## src/rtl/pmmc_defs.vh

```
// Purpose: Constants for the performance monitor mode control block.
// Assumes: Included by the design files of this block only.
// Notes: Macros hold little-endian indices; in the block's own numbering bit 0 is the MSB.
`ifndef PMMC_DEFS_VH
`define PMMC_DEFS_VH

// Special-purpose register number of the mode control register.
`define PMMC_SPR_MODE_CTRL 10'h3b8
`define PMMC_REG_RESET 32'h0000_0000

// Field positions in little-endian index form (index 31 is bit 0).
`define PMMC_FREEZE_ALL 31
`define PMMC_HALT_SUP 30
`define PMMC_HALT_USER 29
`define PMMC_HALT_MARKED 28
`define PMMC_HALT_UNMARKED 27
`define PMMC_IRQ_EN 26
`define PMMC_FREEZE_ON_IRQ 25
`define PMMC_TAP_SEL_HI 24
`define PMMC_TAP_SEL_LO 23
`define PMMC_TAP_EDGE_EN 22
`define PMMC_CNT1_NEG_EN 15
`define PMMC_CNT2_NEG_EN 14
`define PMMC_CNT2_HOLD 13

// Time-base tap positions, little-endian index of a 64-bit time base.
`define PMMC_TAP_0 6'd0
`define PMMC_TAP_1 6'd8
`define PMMC_TAP_2 6'd12
`define PMMC_TAP_3 6'd16

// Sign bit of a 32-bit counter in little-endian index form.
`define PMMC_CNT_SIGN 31

`endif

```

## src/rtl/pmmc_tap_edge.v

```verilog
// Purpose: Picks the tapped time-base bit and detects its rising edge.
// Assumes: The time base runs in the same clock domain as this logic.
// Notes: The edge pulse lasts one cycle.
`default_nettype none
`include "pmmc_defs.vh"

module pmmc_tap_edge (
    input wire clk,
    input wire rst,
    input wire [63:0] time_base,
    input wire [1:0] tap_sel,
    output wire rise
);
    reg tap_q;
    reg tap_d;

    always @* begin
        case (tap_sel)
            2'h0: tap_d = time_base[`PMMC_TAP_0];
            2'h1: tap_d = time_base[`PMMC_TAP_1];
            2'h2: tap_d = time_base[`PMMC_TAP_2];
            default: tap_d = time_base[`PMMC_TAP_3];
        endcase
    end

    always @(posedge clk or posedge rst) begin
        if (rst) begin
            tap_q <= 1'b0;
        end else begin
            tap_q <= tap_d;
        end
    end

    // A change of tap selection may itself look like an edge; software should
    // program the selection before enabling the edge interrupt.
    assign rise = tap_d & ~tap_q;
endmodule // pmmc_tap_edge
`default_nettype wire

```

## src/rtl/pmmc_inhibit.v

```verilog
// Purpose: Combines every counting-inhibit condition for the two counters.
// Assumes: Privilege and mark flags are on the core clock.
// Notes: Purely combinational.
`default_nettype none
`include "pmmc_defs.vh"

module pmmc_inhibit (
    input wire [31:0] ctrl,
    input wire user_state_flag,
    input wire performance_mark_flag,
    input wire frozen_one,
    input wire frozen_two,
    output wire stop_one,
    output wire stop_two
);
    wire base_stop;

    assign base_stop = ctrl[`PMMC_FREEZE_ALL]
        | (ctrl[`PMMC_HALT_SUP] & ~user_state_flag)
        | (ctrl[`PMMC_HALT_USER] & user_state_flag)
        | (ctrl[`PMMC_HALT_MARKED] & performance_mark_flag)
        | (ctrl[`PMMC_HALT_UNMARKED] & ~performance_mark_flag);

    assign stop_one = base_stop | frozen_one;
    assign stop_two = base_stop | frozen_two;
endmodule // pmmc_inhibit
`default_nettype wire

```

## src/rtl/pmmc_mode_ctrl.v

```verilog
// Purpose: Mode control register of the performance monitor and its gating.
// Assumes: Core drives SPR accesses and counter values on CLK; all inputs
//          come from same-domain core logic.
// Notes: Bit 0 is the most significant bit, as in the register layout.
`default_nettype none
`include "pmmc_defs.vh"

// Functional notes
// - SPR 952, 32 bits, supervisor access only.
// - Reads return contents with no side effect.
// - Freeze-all bit stops hardware counter updates.
// - Bit 1 halts counting in supervisor state.
// - Bit 2 halts counting in user state.
// - Bit 3 halts counting while marked.
// - Bit 4 halts counting while unmarked.
// - Bit 5 globally enables monitor interrupt.
// - Signalled interrupt clears the enable bit.
// - Interrupt on enabled negative counter or tap.
// - Freeze-on-interrupt stops counter one, maybe two.
// - Freeze bit clear leaves counting unchanged.
// - Two-bit field selects time-base tap bit.
// - Both counters count concurrently.
// - Bit 9 enables interrupt on tap rise.
// - Counter negative when its MSB is set.
module pmmc_mode_ctrl (
    input wire CLK,
    input wire SYS_RST,
    input wire SPR_WR,
    input wire SPR_RD,
    input wire [9:0] SPR_NUM,
    input wire [31:0] SPR_WDATA,
    input wire SUPERVISOR,
    input wire USER_STATE_FLAG,
    input wire PERFORMANCE_MARK_FLAG,
    input wire [63:0] TIME_BASE,
    input wire [31:0] EVENT_COUNTER_ONE,
    input wire [31:0] EVENT_COUNTER_TWO,
    output reg [31:0] SPR_RDATA,
    output reg SPR_HIT,
    output reg SPR_PRIV_FAULT,
    output reg [31:0] MONITOR_MODE_CONTROL,
    output reg COUNT_ONE_ALLOW,
    output reg COUNT_TWO_ALLOW,
    output reg MONITOR_IRQ
);
    reg [31:0] ctrl_q;
    reg [31:0] ctrl_d;
    reg frozen_one_q;
    reg frozen_one_d;
    reg frozen_two_q;
    reg frozen_two_d;
    wire sel;
    wire wr_ok;
    wire rd_ok;
    wire tap_rise;
    wire neg_one;
    wire neg_two;
    wire irq_cause;
    wire irq_fire;
    wire stop_one;
    wire stop_two;

    function is_negative;
        input [31:0] value;
        begin
            is_negative = value[`PMMC_CNT_SIGN];
        end
    endfunction

    assign sel = (SPR_NUM == `PMMC_SPR_MODE_CTRL);
    assign wr_ok = SPR_WR & sel & SUPERVISOR;
    assign rd_ok = SPR_RD & sel & SUPERVISOR;

    pmmc_tap_edge u_tap (
        .clk(CLK),
        .rst(SYS_RST),
        .time_base(TIME_BASE),
        .tap_sel(ctrl_q[`PMMC_TAP_SEL_HI:`PMMC_TAP_SEL_LO]),
        .rise(tap_rise)
    );

    assign neg_one = is_negative(EVENT_COUNTER_ONE);
    assign neg_two = is_negative(EVENT_COUNTER_TWO);

    assign irq_cause = (ctrl_q[`PMMC_CNT1_NEG_EN] & neg_one)
        | (ctrl_q[`PMMC_CNT2_NEG_EN] & neg_two)
        | (ctrl_q[`PMMC_TAP_EDGE_EN] & tap_rise);
    assign irq_fire = ctrl_q[`PMMC_IRQ_EN] & irq_cause;

    // The hardware clear of the enable wins over a same-cycle software write,
    // so one event never yields two interrupts.
    always @* begin
        ctrl_d = ctrl_q;
        if (wr_ok) begin
            ctrl_d = SPR_WDATA;
        end
        if (irq_fire) begin
            ctrl_d[`PMMC_IRQ_EN] = 1'b0;
        end
    end

    // Freeze holds until software rewrites the register, which restarts the
    // counting window; an event during that write still freezes.
    always @* begin
        frozen_one_d = frozen_one_q;
        frozen_two_d = frozen_two_q;
        if (wr_ok) begin
            frozen_one_d = 1'b0;
            frozen_two_d = 1'b0;
        end
        if (irq_fire && ctrl_q[`PMMC_FREEZE_ON_IRQ]) begin
            frozen_one_d = 1'b1;
            frozen_two_d = ~ctrl_q[`PMMC_CNT2_HOLD];
        end
    end

    pmmc_inhibit u_inh (
        .ctrl(ctrl_q),
        .user_state_flag(USER_STATE_FLAG),
        .performance_mark_flag(PERFORMANCE_MARK_FLAG),
        .frozen_one(frozen_one_q),
        .frozen_two(frozen_two_q),
        .stop_one(stop_one),
        .stop_two(stop_two)
    );

    always @(posedge CLK or posedge SYS_RST) begin
        if (SYS_RST) begin
            ctrl_q <= `PMMC_REG_RESET;
            frozen_one_q <= 1'b0;
            frozen_two_q <= 1'b0;
            SPR_RDATA <= `PMMC_REG_RESET;
            SPR_HIT <= 1'b0;
            SPR_PRIV_FAULT <= 1'b0;
            MONITOR_MODE_CONTROL <= `PMMC_REG_RESET;
            COUNT_ONE_ALLOW <= 1'b0;
            COUNT_TWO_ALLOW <= 1'b0;
            MONITOR_IRQ <= 1'b0;
        end else begin
            ctrl_q <= ctrl_d;
            frozen_one_q <= frozen_one_d;
            frozen_two_q <= frozen_two_d;
            SPR_RDATA <= rd_ok ? ctrl_q : `PMMC_REG_RESET;
            SPR_HIT <= rd_ok | wr_ok;
            SPR_PRIV_FAULT <= (SPR_RD | SPR_WR) & sel & ~SUPERVISOR;
            MONITOR_MODE_CONTROL <= ctrl_d;
            // Both allows are computed independently every cycle.
            COUNT_ONE_ALLOW <= ~stop_one;
            COUNT_TWO_ALLOW <= ~stop_two;
            MONITOR_IRQ <= irq_fire;
        end
    end
endmodule // pmmc_mode_ctrl
`default_nettype wire

```

## config.mk

```make
export PLATFORM = sky130hd
export DESIGN_NAME = pmmc_mode_ctrl
export DESIGN_NICKNAME = d
export VERILOG_FILES = /design/src/rtl/pmmc_tap_edge.v /design/src/rtl/pmmc_inhibit.v /design/src/rtl/pmmc_mode_ctrl.v
export VERILOG_INCLUDE_DIRS = /design/src /design/src/rtl
export SDC_FILE = /design/constraint.sdc
export NUM_CORES = 1
export LEC_CHECK = 0
export BUFFER_PORTS_ARGS = -buffer_cell sky130_fd_sc_hd__buf_4
export CAP_MARGIN = 20
export CORE_AREA = 2 2 94 96
export CTS_CLUSTER_SIZE = 24
export DETAILED_ROUTE_END_ITERATION = 8
export DIE_AREA = 0 0 96 98
export PLACE_DENSITY = 0.67
export SYNTH_ARGS = -nofsm -noshare
export SYNTH_HDL_FRONTEND = slang
export SYNTH_HIERARCHICAL = 1
export SYNTH_SLANG_ARGS = --single-unit
```

## constraint.sdc

```tcl
create_clock -name CLK -period 2.3 [get_ports CLK]
set_clock_uncertainty 0.05 [all_clocks]
set_input_delay 0.115 -clock CLK [delete_from_list [all_inputs] [get_ports CLK]]
set_output_delay 0.115 -clock CLK [all_outputs]
set_load 0.01 [all_outputs]
```

==> flow_summary.toml, run 1 <==
[critical_path]
crit_path_top_delay_cell = "mux4_2"
critPathBufInv = 0
worstSetupStartpointType = "flip-flop"
worst-path-max-fanout = 4
worstSetupPathType = "reg -> reg"
slowest_delay_ps = 530
timing.critical_path.from = "ctrl_q[23]"
path_cells = "mux4_2 > nor2b_4 > a222oi_1 > nor2b_1 > a21oi_1 > o2bb2ai_1"
crit_arrival_ps = 2120
path_depth = 6
rr_startpoint = "ctrl_q[23]"
cp-end-kind = "flip-flop"
r2r_cells = 6
crit_required_ps = 2510
path_delay_family = "compound AO/OA/AOI/OAI gates"

[floorplan]
rows = 34
start_util_pct = 31.0
die_height_um = 98
die_w_um = 96
die_area_um2 = 9410
fp.coreArea_um2 = 8470
io_pins = 246

[finish]
nets = 518
n_antenna_cell = 0
final-seq-area_um2 = 1800
layoutNonFillerInstCount = 453
layout-drive-gt1-share_pct = 51.0
nFillCells = 755
utilization_pct = 50.0
multi_input_area_um2 = 757
syn_to_final_growth_pct = 61.5

[clock_network]
numClockSinks = 72
cts-root-buf = "clkbuf_8"
cts_tree = "done"
cts_made_buffers = 9
postCtsResizedCells = 0
clk_path_buf_depth = 2
path_clk_slew_ps = 80
h-tree-depth = 3
clk-insertion-delay-late_ps = 340

[hold_path]
whs_path_depth = 4
hold_path.startpoint = "PERFORMANCE_MARK_FLAG"
hp-class = "in -> reg"

[place]
dp_cells = 402
dp.final_hpwl_um = 4190
numPortBuffers = 123
gp_congestion = 0.642

[sta]
rsz0062_at_grt = "no"
drv_slew = 0
max_slew.worst_pin.slew_ps = 578
period_share_pct = 82.9
period_needed_ps = 1910
setup_violations = 0
finalHoldViolCount = 0
fmax_mhz = 524
setup-tns-final_ps = 0
slew-limit-headroom_pct = 61.4

[run_status]
status = "finished, final reports clean"

[synthesis]
synth_area_leaders = "dfrtp_1 69%, mux2_2 12%, and2_1 7.6%, buf_6 1.3%, mux2i_1 1.1%"
netlist.area_leader.share_pct = 68.7
syn-num-nets = 350
synth-seq-cells = 72
synth_cell_types = 24
yosys.area.top_type = "dfrtp_1"
syn_inst = 173
avgSynthCellArea_um2 = 15.2
ys_warn_count = 6
ys_seq_area_share_pct = 68.7
synth_area_um2 = 2620

[drt]
post-route-drc-count = 0
wl_per_cell_um = 13.5
viasPerCell = 4.30
totalWireLength_um = 6130
drtIter0Drc = 42
num_vias = 1946
ant_nets = 0
firstDrtPassIters = 4

[global_routing]
grtUsageTotal_pct = 13.7
grt_first_pass_wirelength_um = 9700
overflow = 0
grt_pass1_vias = 1999
grt_max_degree = 40
antenna_found_initial = 1

[power]
p_leak_uw = 0.00226
peakVddDrop_mv = 0.291
p_per_area_nw_per_um2 = 572

[job]
max_cap_violations = 0
[area by class of cell]
cell class,count,share of cell area (%)
Clock buffer,10,3.25
Sequential cell,72,42.6
Tap cell,108,3.19
Clock inverter,5,1.33
Inverter,5,0.473
Timing Repair Buffer,163,31.3
Multi-Input combinational cell,90,17.9
[cell usage after synthesis]
cell type / number
inv_1: 5
a222oi_1: 1
mux4_2: 1
nor2b_4: 1
and3_1: 1
a21oi_1: 1
dfrtp_1: 72
nand4b_1: 2
o2bb2ai_1: 1
and2_1: 32
mux2i_1: 3
nor3b_1: 1
or2_4: 1
buf_6: 3
o21ai_0: 1
mux2_1: 2
nor2b_1: 1
nand3_1: 2
nand2_1: 3
nor3_1: 1
clkbuf_1: 3
nor4_4: 1
nor2_1: 5
mux2_2: 29
[cells by family after synthesis]
group           Yosys count  synth area share [%]
buf+inv                  11                  2.43
simple gates             51                  12.5
compound gates            4                  1.10
flops                    72                  68.7
mux                      35                  15.3
[layout by cell type, fill, tap and decap left out, drive strengths merged]
master	count
nor2b	2
dfrtp	72
mux2	31
nor3b	1
nand3	2
nand4b	2
a21oi	1
and2	32
nand2	3
mux2i	3
bufinv	1
clkinv	3
o21ai	1
buf	127
inv	5
clkbuf	10
nor2	5
a222oi	1
dlygate4sd3	36
mux4	1
and3	1
o2bb2ai	1
clkinvlp	1
nor3	1
or2	1
nor4	1
[path summary, 6_finish.rpt]
path	endpoint	slack, ps
max in group asynchronous	ctrl_q[21]	1230
max	frozen_two_q	390
min	COUNT_TWO_ALLOW	30
min in group asynchronous	u_tap/tap_q	140
min reg2reg	frozen_two_q	450
max reg2reg	frozen_two_q	390
[power by group]
part	switching (uW)	internal, uW	total [uW]
clock	447	524	971
sequential	4.69	1270	1280
combinational	59.6	117	177
[what timing repair did]
action,CTS,global route
hold buffers,36,0
endpoints found under the hold margin,67,0
setup buffers,0,0
[stage by stage]
| step | power, uW | hold slack [ps] | cell area [um^2] | worst slack, ps |
|---|---|---|---|---|
| 2_1_floorplan | 1340 | -206 | 2620 | 338 |
| 3_3_place_gp | 1430 | -71.6 | 3680 | 427 |
| 3_5_place_dp | 1430 | -71.7 | 3680 | 438 |
| 4_1_cts | 2470 | 12.0 | 4230 | 403 |
| 5_1_grt | 2540 | 25.2 | 4230 | 241 |
| 6_report | 2420 | 29.4 | 4230 | 393 |
[per-layer routing]
metal	GRT usage, %	share of wire (%)	wire length, um
met2	21.8	50	3090
met4	4.29	0.67	41
met3	6.17	9.6	589
met5	0	0.26	16
met1	16.6	39	2380
[registers in the layout, summed over array words and instances (netlist names)]
name / count
COUNT_ONE_ALLOW: 1
COUNT_TWO_ALLOW: 1
MONITOR_IRQ: 1
SPR_HIT: 1
SPR_PRIV_FAULT: 1
SPR_RDATA: 32
ctrl_q: 32
frozen_one_q: 1
frozen_two_q: 1
u_tap/tap_q: 1
[tightest hold or removal path: stages]
cell,delay (ps)
buf_4,80
mux2i_1,80
nand3_1,70
inv_1,30
No activity file was read; power rests on OpenSTA's default activity.
==> inputs of run 2 (changes only) <==
==> constraint.sdc (replaced) <==
create_clock -name CLK -period 1.85 [get_ports CLK]
set_clock_uncertainty 0.05 [all_clocks]
set_input_delay 0.0925 -clock CLK [delete_from_list [all_inputs] [get_ports CLK]]
set_output_delay 0.0925 -clock CLK [all_outputs]
set_load 0.01 [all_outputs]
==> run 2 against run 1 <==
Register-to-register slack lost 350 ps. Combinational power grew 23%. Final cell count rose by 0.44%. Largest cell class unchanged. Critical path depth unchanged. Critical path type unchanged. Die area unchanged. Highest routed layer unchanged.
==> flow_summary.toml, run 2 (synthesis gave the netlist of run 1 again) <==
[place]
numPortBuffers = 123
dpl-instance-area_um2 = 3700
dp.final_hpwl_um = 4160
gp_congestion = 0.691

[finish]
layout-drive-gt1-share_pct = 52.2
syn_to_final_growth_pct = 61.5
n_antenna_cell = 0
final_common_cell = "buf_4"
nets = 521
final_cell_mix = "129 x buf_4, 72 x dfrtp_1, 36 x dlygate4sd3_1"
final_area_um2 = 4230
utilization_pct = 50.0
largest_registers = "SPR_RDATA (32), ctrl_q (32)"

[floorplan]
die_w_um = 96
rows = 34
fp.coreArea_um2 = 8470
start_util_pct = 31.0
die_area_um2 = 9410
io_pins = 246
die_height_um = 98

[global_routing]
grt_max_degree = 43
overflow = 0
grt_first_pass_wirelength_um = 9760
grt_pass1_vias = 1988
grtUsageTotal_pct = 13.6
antenna_found_initial = 1

[job]
max_cap_violations = 0

[critical_path]
crit_required_ps = 2070
worst-path-max-fanout = 3
worstSetupStartpointType = "flip-flop"
crit_arrival_ps = 2020
cp-end-kind = "flip-flop"
worstSetupPathType = "reg -> reg"

[hold_path]
hp-class = "in -> reg"

[run_status]
status = "finished, final reports clean"

[power]
peakVddDrop_mv = 0.294
p_leak_uw = 0.00226
p_per_area_nw_per_um2 = 672
finalPower_uw = 2850

[drt]
totalWireLength_um = 6110
firstDrtPassIters = 4
post-route-drc-count = 0
drtIter0Drc = 43
num_vias = 1939
viasPerCell = 4.26
wl_per_cell_um = 13.4
ant_nets = 0

[clock_network]
h-tree-depth = 3
clk_path_buf_depth = 2
cts_made_buffers = 9
cts-root-buf = "clkbuf_8"
path_clk_slew_ps = 70
clk-insertion-delay-late_ps = 340
cts_tree = "done"
numClockSinks = 72

[sta]
setup_violations = 0
period_share_pct = 97.6
fmax_mhz = 554
period_needed_ps = 1810
hold_ws_ps = 18.6
finalHoldViolCount = 0
rsz0062_at_grt = "yes"
drv_slew = 0
slew-limit-headroom_pct = 65.6
max_slew.worst_pin.slew_ps = 517
==> run 2: path summary, 6_finish.rpt <==
path	from	endpoint	slack (ps)	cells after the start
worst max-delay path	ctrl_q[23]	ctrl_q[26]	40	6
max in group asynchronous	SYS_RST	SPR_RDATA[11]	950	4
min in group asynchronous	SYS_RST	u_tap/tap_q	120	3
worst min-delay path	PERFORMANCE_MARK_FLAG	COUNT_ONE_ALLOW	20	4
worst min register to register	ctrl_q[9]	SPR_RDATA[9]	450	1
worst max register to register	ctrl_q[23]	ctrl_q[26]	40	6
==> run 2: area by class of cell <==
type                       count  area (um^2)
fill                         747         4230
sequential                    72         1800
timing repair buffer         166         1350
multi-input combinational     90          766
clock buffer                  10          138
tap                          108          135
clock inverter                 4         22.5
inverter                       5         22.5
==> run 2: worst max-delay path, cell delays in order (launching register included) <==
cell	delay [ps]
dfrtp_1	370
mux4_2	520
nor2b_4	140
a222oi_1	280
nor2b_2	120
buf_4	160
nor2_2	90
==> run 2: repair_timing <==
item | in CTS | in global routing
endpoints found under the hold margin | 106 | 0
buffers inserted | 0 | 1
hold buffers | 36 | 0
endpoints found under the setup margin | 0 | 2
gates resized for setup | 0 | 3
==> run 2: where the power goes <==
group          switching [uW]  leakage [uW]  internal (uW)
Sequential               6.02      0.000993           1580
Clock                     541     0.0000838            501
Combinational            73.1       0.00118            144
==> run 2: per-stage QoR <==
| stage | setup TNS (ps) | worst slack, ps | cells |
|---|---|---|---|
| floorplan | 0 | 91.0 | 173 |
| global placement | 0 | 53.6 | 404 |
| detailed placement | 0 | 78.1 | 404 |
| CTS | 0 | 41.0 | 454 |
| global route | -256 | -95.5 | 455 |
| finish | 0 | 43.8 | 455 |
==> run 2: metal layers <==
| layer | track usage (%) | up-vias | wire length (um) |
|---|---|---|---|
| met3 | 5.71 | 12 | 549 |
| met2 | 21.8 | 82 | 2980 |
| met1 | 16.3 | 927 | 2450 |
| li1 | - | 916 | - |
| met4 | 4.73 | 2 | 106 |
| met5 | 0 | - | 11 |
